### config.mk
export PLATFORM = sky130hd
export DESIGN_NAME = flat_panel_serial_transmitter
export DESIGN_NICKNAME = d
export VERILOG_FILES = /design/src/verilog/fpd_tx_pkg.sv /design/src/verilog/pixel_fifo.sv /design/src/verilog/flat_panel_serial_transmitter.sv
export SDC_FILE = /design/constraint.sdc
export NUM_CORES = 1
export LEC_CHECK = 0
export BUFFER_PORTS_ARGS = -buffer_cell sky130_fd_sc_hd__buf_2
export CORE_ASPECT_RATIO = 1.1
export CORE_MARGIN = 2
export CORE_UTILIZATION = 49
export CTS_CLUSTER_SIZE = 12
export DETAILED_ROUTE_END_ITERATION = 8
export PLACE_DENSITY = 0.67
export SYNTH_ARGS = -nofsm -noshare
export SYNTH_HDL_FRONTEND = slang
export SYNTH_SLANG_ARGS = --single-unit
export TNS_END_PERCENT = 20
### constraint.sdc
create_clock -name core_clk -period 4.05 [get_ports core_clk]
set_input_delay 0.81 -clock core_clk [delete_from_list [all_inputs] [get_ports core_clk]]
set_output_delay 0.81 -clock core_clk [all_outputs]
set_load 0.02 [all_outputs]
### src/verilog/fpd_tx_pkg.sv
package fpd_tx_pkg;

  localparam int LANES = 4;
  localparam int SLOTS = 7;
  localparam int WORD_BITS = 28;
  localparam int MAP_W = 5;
  localparam int FIFO_DEPTH = 16;
  // Core cycles per bit slot
  localparam int SLOT_DIV = 4;

  localparam int CLK_PERIOD_NS = 5;
  localparam int PDD_TIME_NS = 100;
  localparam int PDD_CYCLES = (PDD_TIME_NS / CLK_PERIOD_NS) < 1 ? 1 : PDD_TIME_NS / CLK_PERIOD_NS;
  localparam int LOCK_TIME_MS = 10;
  localparam int LOCK_CYCLES = LOCK_TIME_MS * 1_000_000 / CLK_PERIOD_NS;

  // Slots 0..3 high, 4..6 low
  localparam logic [SLOTS-1:0] CLK_PATTERN = 7'h0f;

  typedef enum logic [2:0] {
    ST_DOWN = 3'h1,
    ST_LOCK = 3'h2,
    ST_RUN  = 3'h4
  } tx_state_e;

  typedef struct packed {
    logic spare;
    logic pixel_valid;
    logic frame_sync;
    logic line_sync;
    logic [7:0] blue;
    logic [7:0] green;
    logic [7:0] red;
  } pixel_word_s;

  typedef struct packed {
    logic [LANES-1:0] serial_lane_p;
    logic [LANES-1:0] serial_lane_n;
    logic forwarded_clock_p;
    logic forwarded_clock_n;
  } serial_link_s;

  // Entry lane*SLOTS+slot names the input bit sent there
  typedef logic [LANES*SLOTS-1:0][MAP_W-1:0] lane_map_t;

  function automatic lane_map_t default_map();
    lane_map_t m;
    for (int i = 0; i < LANES * SLOTS; i++) begin
      m[i] = MAP_W'(i);
    end
    return m;
  endfunction : default_map

  localparam lane_map_t DEFAULT_MAP = default_map();

endpackage : fpd_tx_pkg

### src/verilog/pixel_fifo.sv
`timescale 1ns/1ps
module pixel_fifo #(
  parameter int WIDTH = 28,
  parameter int DEPTH = 16
) (
  // Clock and reset
  input wire logic core_clk,
  input wire logic reset,
  // Fill side
  input wire logic [WIDTH-1:0] in_data,
  input wire logic in_valid,
  output logic in_ready,
  // Drain side
  output logic [WIDTH-1:0] out_data_q,
  output logic out_valid_q,
  input wire logic out_ready
);
  localparam int AW = $clog2(DEPTH);

  if (DEPTH < 2 || (1 << AW) != DEPTH) begin : g_bad_depth
    $error("pixel_fifo depth must be a power of two of at least 2");
  end

  logic [WIDTH-1:0] mem_q [DEPTH];
  logic [AW-1:0] wr_ptr_q;
  logic [AW-1:0] rd_ptr_q;
  logic [AW:0] count_q;
  logic wr_en;
  logic rd_en;

  assign in_ready = (count_q != (AW+1)'(DEPTH));
  assign wr_en = in_valid && in_ready;
  assign rd_en = (count_q != '0) && (!out_valid_q || out_ready);

  always_ff @(posedge core_clk) begin
    if (wr_en) begin
      mem_q[wr_ptr_q] <= in_data;
    end
  end

  always_ff @(posedge core_clk) begin
    if (reset) begin
      wr_ptr_q <= '0;
      rd_ptr_q <= '0;
      count_q <= '0;
    end else begin
      if (wr_en) begin
        wr_ptr_q <= wr_ptr_q + AW'(1);
      end
      if (rd_en) begin
        rd_ptr_q <= rd_ptr_q + AW'(1);
      end
      count_q <= count_q + (AW+1)'(wr_en) - (AW+1)'(rd_en);
    end
  end

  // Read data registered; holds until taken
  always_ff @(posedge core_clk) begin
    if (reset) begin
      out_valid_q <= 1'b0;
      out_data_q <= '0;
    end else if (rd_en) begin
      out_valid_q <= 1'b1;
      out_data_q <= mem_q[rd_ptr_q];
    end else if (out_ready) begin
      out_valid_q <= 1'b0;
    end
  end

endmodule : pixel_fifo

### src/verilog/flat_panel_serial_transmitter.sv
`timescale 1ns/1ps
module flat_panel_serial_transmitter #(
  parameter int LOCK_CYCLES = fpd_tx_pkg::LOCK_CYCLES,
  parameter int SLOT_DIV = fpd_tx_pkg::SLOT_DIV,
  parameter int FIFO_DEPTH = fpd_tx_pkg::FIFO_DEPTH,
  parameter fpd_tx_pkg::lane_map_t LANE_MAP = fpd_tx_pkg::DEFAULT_MAP
) (
  // Clock and reset
  input wire logic core_clk,
  input wire logic reset,
  // Graphics controller side
  input wire logic pixel_clock_in,
  input wire fpd_tx_pkg::pixel_word_s parallel_word_in,
  input wire logic strobe_edge_select,
  input wire logic power_down_n,
  // Serial link side
  output fpd_tx_pkg::serial_link_s link_q,
  output fpd_tx_pkg::serial_link_s link_oe_n_q,
  // Status
  output logic link_active_q,
  output logic fifo_overflow_q
);
  localparam int SLOTS = fpd_tx_pkg::SLOTS;
  localparam int LANES = fpd_tx_pkg::LANES;
  localparam int WB = fpd_tx_pkg::WORD_BITS;
  localparam int PDD_BOUND = fpd_tx_pkg::PDD_CYCLES;

  if (LOCK_CYCLES < 1 || SLOT_DIV < 2 || SLOT_DIV > 255 || FIFO_DEPTH < 2) begin : g_bad_param
    $error("flat_panel_serial_transmitter parameter out of range");
  end
  for (genvar i = 0; i < LANES * SLOTS; i++) begin : g_map_check
    if (LANE_MAP[i] >= WB) begin : g_bad_map
      $error("lane map entry names a missing input bit");
    end
  end

  fpd_tx_pkg::tx_state_e state_q;
  logic run;
  logic pclk_q;
  logic pclk_prev_q;
  logic edge_sel_q;
  logic pwr_on_q;
  logic [WB-1:0] in_word_q;
  logic capture;
  logic push;
  logic fifo_in_ready;
  logic [WB-1:0] fifo_data;
  logic fifo_valid;
  logic word_load;
  logic [31:0] lock_cnt_q;
  logic [7:0] div_cnt_q;
  logic [2:0] slot_q;
  logic slot_tick;
  logic [WB-1:0] word_q;
  logic [LANES-1:0] lane_bits;

  assign run = (state_q == fpd_tx_pkg::ST_RUN);

  // Input sampling
  always_ff @(posedge core_clk) begin
    if (reset) begin
      pclk_q <= 1'b0;
      pclk_prev_q <= 1'b0;
      edge_sel_q <= 1'b0;
      pwr_on_q <= 1'b0;
      in_word_q <= '0;
    end else begin
      pclk_q <= pixel_clock_in;
      pclk_prev_q <= pclk_q;
      edge_sel_q <= strobe_edge_select;
      pwr_on_q <= power_down_n;
      in_word_q <= parallel_word_in;
    end
  end

  // Same word goes to the FIFO for either edge, so the line format never changes
  assign capture = edge_sel_q ? (pclk_q && !pclk_prev_q) : (!pclk_q && pclk_prev_q);
  assign push = capture && run;

  // Power and lock sequencing
  always_ff @(posedge core_clk) begin
    if (reset) begin
      state_q <= fpd_tx_pkg::ST_DOWN;
    end else begin
      case (state_q)
        fpd_tx_pkg::ST_DOWN: begin
          if (pwr_on_q) begin
            state_q <= fpd_tx_pkg::ST_LOCK;
          end
        end
        fpd_tx_pkg::ST_LOCK: begin
          if (!pwr_on_q) begin
            state_q <= fpd_tx_pkg::ST_DOWN;
          end else if (lock_cnt_q == 32'(LOCK_CYCLES - 1)) begin
            state_q <= fpd_tx_pkg::ST_RUN;
          end
        end
        fpd_tx_pkg::ST_RUN: begin
          if (!pwr_on_q) begin
            state_q <= fpd_tx_pkg::ST_DOWN;
          end
        end
        default: begin
          state_q <= fpd_tx_pkg::ST_DOWN;
        end
      endcase
    end
  end

  always_ff @(posedge core_clk) begin
    if (reset || state_q != fpd_tx_pkg::ST_LOCK) begin
      lock_cnt_q <= '0;
    end else begin
      lock_cnt_q <= lock_cnt_q + 32'h0000_0001;
    end
  end

  // Absorbs the skew between pixel capture and the slot divider
  pixel_fifo #(
    .WIDTH(WB),
    .DEPTH(FIFO_DEPTH)
  ) u_fifo (
    .core_clk(core_clk),
    .reset(reset || !run),
    .in_data(in_word_q),
    .in_valid(push),
    .in_ready(fifo_in_ready),
    .out_data_q(fifo_data),
    .out_valid_q(fifo_valid),
    .out_ready(word_load)
  );

  // Host cannot be stalled; a lost word is flagged until power-down
  always_ff @(posedge core_clk) begin
    if (reset || !run) begin
      fifo_overflow_q <= 1'b0;
    end else if (push && !fifo_in_ready) begin
      fifo_overflow_q <= 1'b1;
    end
  end

  // Bit slot divider
  assign slot_tick = run && (div_cnt_q == 8'(SLOT_DIV - 1));
  assign word_load = slot_tick && (slot_q == 3'(SLOTS - 1));

  always_ff @(posedge core_clk) begin
    if (reset || !run) begin
      div_cnt_q <= '0;
      slot_q <= '0;
    end else if (slot_tick) begin
      div_cnt_q <= '0;
      slot_q <= (slot_q == 3'(SLOTS - 1)) ? 3'h0 : slot_q + 3'h1;
    end else begin
      div_cnt_q <= div_cnt_q + 8'h01;
    end
  end

  // Underrun sends an all-zero word rather than repeating stale pixels
  always_ff @(posedge core_clk) begin
    if (reset || !run) begin
      word_q <= '0;
    end else if (word_load) begin
      word_q <= fifo_valid ? fifo_data : '0;
    end
  end

  for (genvar l = 0; l < LANES; l++) begin : g_lane
    assign lane_bits[l] = word_q[LANE_MAP[l * SLOTS + 32'(slot_q)]];
  end

  always_ff @(posedge core_clk) begin
    if (reset || !run) begin
      link_q <= '0;
    end else if (slot_tick) begin
      link_q.serial_lane_p <= lane_bits;
      link_q.serial_lane_n <= ~lane_bits;
      link_q.forwarded_clock_p <= fpd_tx_pkg::CLK_PATTERN[slot_q];
      link_q.forwarded_clock_n <= ~fpd_tx_pkg::CLK_PATTERN[slot_q];
    end else if (link_oe_n_q != '0) begin
      // Idle pairs complementary before the first slot; an enabled pair never sits at 0/0
      link_q.serial_lane_n <= '1;
      link_q.forwarded_clock_n <= 1'b1;
    end
  end

  always_ff @(posedge core_clk) begin
    if (reset) begin
      link_oe_n_q <= '1;
      link_active_q <= 1'b0;
    end else begin
      link_oe_n_q <= (run && pwr_on_q) ? '0 : '1;
      link_active_q <= run && pwr_on_q;
    end
  end

  AST_PDD_BOUND: assert property (@(posedge core_clk) disable iff (reset)
    $fell(power_down_n) |-> ##[1:PDD_BOUND] (link_oe_n_q == '1))
    else $error("outputs not released after power-down");

  AST_HIZ_HELD: assert property (@(posedge core_clk) disable iff (reset)
    (!power_down_n && !$past(power_down_n, 3)) |-> (link_oe_n_q == '1 && link_q == '0))
    else $error("outputs driven during power-down");

  AST_NO_DRIVE_BEFORE_LOCK: assert property (@(posedge core_clk) disable iff (reset)
    (state_q == fpd_tx_pkg::ST_LOCK) |=> (link_oe_n_q == '1))
    else $error("link driven before lock");

  AST_LOCK_DONE: assert property (@(posedge core_clk) disable iff (reset)
    (state_q == fpd_tx_pkg::ST_LOCK && pwr_on_q && lock_cnt_q == 32'(LOCK_CYCLES - 1))
    |=> (state_q == fpd_tx_pkg::ST_RUN) ##2 (link_oe_n_q == '0 || !pwr_on_q))
    else $error("lock time not honoured");

  AST_SLOT_WRAP: assert property (@(posedge core_clk) disable iff (reset)
    (slot_tick && slot_q == 3'h6) |=> (slot_q == 3'h0 && !slot_tick))
    else $error("slot counter did not wrap after slot 6");

  AST_CLK_SLOT0: assert property (@(posedge core_clk) disable iff (reset)
    (slot_tick && slot_q == 3'h0) |=> link_q.forwarded_clock_p && !link_q.forwarded_clock_n)
    else $error("forwarded clock low in slot 0");

  AST_CLK_SLOT4: assert property (@(posedge core_clk) disable iff (reset)
    (slot_tick && slot_q == 3'h4) |=> !link_q.forwarded_clock_p ##1 !link_q.forwarded_clock_p)
    else $error("forwarded clock high in slot 4");

  AST_DIFF_PAIR: assert property (@(posedge core_clk) disable iff (reset)
    (link_oe_n_q == '0) |-> (link_q.serial_lane_n == ~link_q.serial_lane_p))
    else $error("lane pair not complementary");

  AST_RISE_PUSH: assert property (@(posedge core_clk) disable iff (reset)
    (run && edge_sel_q && pclk_q && !pclk_prev_q) |-> push)
    else $error("rising edge capture missed");

  AST_FALL_IGNORED: assert property (@(posedge core_clk) disable iff (reset)
    (edge_sel_q && !pclk_q && pclk_prev_q) |-> !push)
    else $error("falling edge captured in rising mode");

  AST_LANE0_MAP: assert property (@(posedge core_clk) disable iff (reset)
    (slot_tick && !word_load) |=>
    (link_q.serial_lane_p[0] == $past(word_q[LANE_MAP[32'(slot_q)]])))
    else $error("lane 0 bit does not follow the lane map");

  AST_LOAD_AT_END: assert property (@(posedge core_clk) disable iff (reset)
    (word_load && fifo_valid) |=> (word_q == $past(fifo_data)))
    else $error("queued word not loaded at period end");

endmodule : flat_panel_serial_transmitter

==> impl_metrics.json <==
{
  "status": "finished clean",
  "whs_ps": 380,
  "period_minus_slack_ps": 3390,
  "n_antenna_cell": 0,
  "syn-instance-count": 1366,
  "synth_ff_type": "edfxtp_1",
  "final.fill_count": 3639,
  "gr-usage-all-layers_pct": 20.7,
  "place_area_mm2": 0.0246,
  "synth_common_cells": "edfxtp_1, dfxtp_1, mux4_2",
  "num_vias": 12500,
  "cts_max_path_buffers": 3,
  "finalSetupTns_ps": 0,
  "antenna_found_initial": 0,
  "overflow": 0,
  "rsz0062_at_grt": "no",
  "dieArea_mm2": 0.0498,
  "final_layout_size_suffix_gt1_share_pct": 22.1,
  "final_area_mm2": 0.0265,
  "synthTopCellsByArea": "edfxtp_1, dfxtp_1, mux4_2, a22o_1, nor2b_1",
  "grt_pass1_vias": 12400,
  "hold_buffers": 0,
  "worstSetupPathType": "register to register",
  "syn_to_final_growth_pct": 12.7,
  "pin_count": 55,
  "htree_levels": 2,
  "totalWireLength_um": 50200,
  "p_sw_share_pct": 19.6,
  "p_sw_mw": 2.38,
  "start_util_pct": 49.4,
  "slew_viol_final": 0,
  "dp_cells": 2019,
  "die_w_um": 213,
  "cts_setup_buffers": 0,
  "dp_hpwl_um": 27900,
  "core-area_mm2": 0.0476,
  "row_count": 84,
  "cts-resized-gates": 0,
  "cts_root_buf": "clkbuf_16",
  "synthArstFlopShare_pct": 0,
  "clock_sink_count": 613,
  "p_seq_share_pct": 55.9,
  "crit_fanout": 6,
  "p_int_mw": 9.78,
  "end_kind": "register",
  "max-cap-violations": 0,
  "synth_top_area_share_pct": 57.2,
  "synth_nets": 1419,
  "grt_pass1_wl_um": 76300,
  "insertion_delay_ps": 640,
  "startpoint": "div_cnt_q[0]",
  "peakVddDrop_uv": 307,
  "hold_start": "parallel_word_in[21]",
  "required_ps": 4620,
  "p_per_area_mw_per_mm2": 459,
  "viasPerCell": 5.88,
  "fin_nets": 1490,
  "drc": 0,
  "slew_headroom_pct": 29.4,
  "multi_input_area_mm2": 0.00641,
  "seq_area_frac_synth_pct": 71.3,
  "synthMostInstantiatedCell": "edfxtp_1",
  "max_freq_mhz": 295,
  "fin_worst_skew_ps": 30.2,
  "numPortBuffers": 54,
  "cts_tree": "done",
  "wire_per_inst_um": 23.5,
  "die_h_um": 234,
  "final-setup-viol-count": 0,
  "grt_max_degree": 51,
  "hold_viol": 0,
  "clk_pin_slew_ps": 70,
  "arrival_ps": 3960,
  "hp-class": "input pin to register",
  "cp-start-kind": "register",
  "yosys_warnings": 0,
  "leakage_nw": 7.87,
  "r2r-start": "div_cnt_q[0]",
  "drtIter0Drc": 1132,
  "yosysTopAreaCell": "edfxtp_1",
  "yosys.cell_types.count": 59,
  "numCtsBuffers": 61,
  "total_power_mw": 12.2,
  "syn_area_per_cell_um2": 17.2,
  "synth_seq_cells": 613,
  "synth_edf_count": 448,
  "seqCellArea_mm2": 0.0168,
  "firstDrtPassIters": 7,
  "pwr-share-clk_pct": 43.8,
  "worstMarginPinSlew_ps": 1060,
  "p_comb_share_pct": 0.3,
  "syn-cell-area_mm2": 0.0235,
  "fin_cells": 2134,
  "finalCritPeriodShare_pct": 83.7,
  "final_antenna_net_count": 0,
  "gp_congestion": 0.782
}
## cells by family (layout without fill, tap and decap cells)
logic type,after synthesis,after routing,share of synthesized area [%]
flops,613,613,71.3
simple gates,294,294,6.72
compound gates,183,183,5.79
mux,133,133,12.4
xor+xnor,26,26,0.968
fa+ha+maj,20,20,1.10
buf+inv,97,220,1.76
## routing by layer
metal  track usage (%)  vias up  share of wire, %
met5                 0        -                 0
met4              7.71        0               3.5
met3              3.75      106               5.8
met2              33.2      399                48
met1              28.7     6452                43
li1                  -     5588                 -
## layout by cell type (no fill, tap or decap), types with 10 or more instances in the layout
| cell | instances |
|---|---|
| nor2_1 | 64 |
| a21oi_1 | 29 |
| mux4_2 | 127 |
| o22ai_1 | 28 |
| a22o_1 | 84 |
| ha_1 | 19 |
| or3_1 | 10 |
| clkbuf_16 | 63 |
| and2_1 | 10 |
| or4_1 | 11 |
| nor2b_1 | 37 |
| buf_2 | 54 |
| o21ai_0 | 15 |
| and3_2 | 14 |
| nand3_1 | 18 |
| inv_1 | 15 |
| clkbuf_1 | 36 |
| buf_4 | 33 |
| xor2_1 | 17 |
| dfxtp_1 | 163 |
| nand2_1 | 56 |
| edfxtp_1 | 448 |
| nand2b_1 | 11 |
| nand4_1 | 19 |
## power groups by stage
stage	Sequential [mW]	Clock, mW	Combinational (mW)
after global routing	6.81	5.67	0.0472
after detailed placement	6.93	0	0.0432
after floorplan	6.91	0	0.0210
final	6.80	5.33	0.0415
after global placement	6.93	0	0.0416
after CTS	6.80	5.43	0.0435
## critical path, stage by stage (launching register included)
cell	delay, ps
dfxtp_1	390
ha_1	270
or3b_2	520
o41a_1	470
nor2_2	160
ha_1	150
inv_1	40
ha_1	220
fa_1	410
a21oi_1	140
nor2_1	70
or3_1	340
a21oi_1	140
## state kept, by name, summed over array words and instances (netlist names), 5 cells and up, named ones only
register,flops
u_fifo.mem_q,448
word_q,28
u_fifo.count_q,5
link_q,10
u_fifo.out_data_q,28
lock_cnt_q,32
div_cnt_q,8
in_word_q,28
## worst paths after layout
kind | end | slack [ps] | cells past startpoint
worst min register to register | lock_cnt_q[0] | 440 | 1
worst max register to register | u_fifo.count_q[4] | 660 | 12
worst min-delay path | in_word_q[21] | 380 | 2
worst max-delay path | u_fifo.count_q[4] | 660 | 12
## per-stage QoR
stage	util [%]	setup WS [ps]
final	55.6	660
after floorplan	-	455
after detailed placement	51.7	687
after global placement	51.7	771
after CTS	55.6	668
after global routing	55.6	494
## layout make-up
type	count	area share (%)
well taps	645	3.05
inverters	15	0.213
clock inverters	12	0.425
repair buffers	90	2.18
flip-flops and latches	613	63.3
clock buffers	103	6.67
multi-input cells	656	24.2
(Power assumes the default switching activity.)
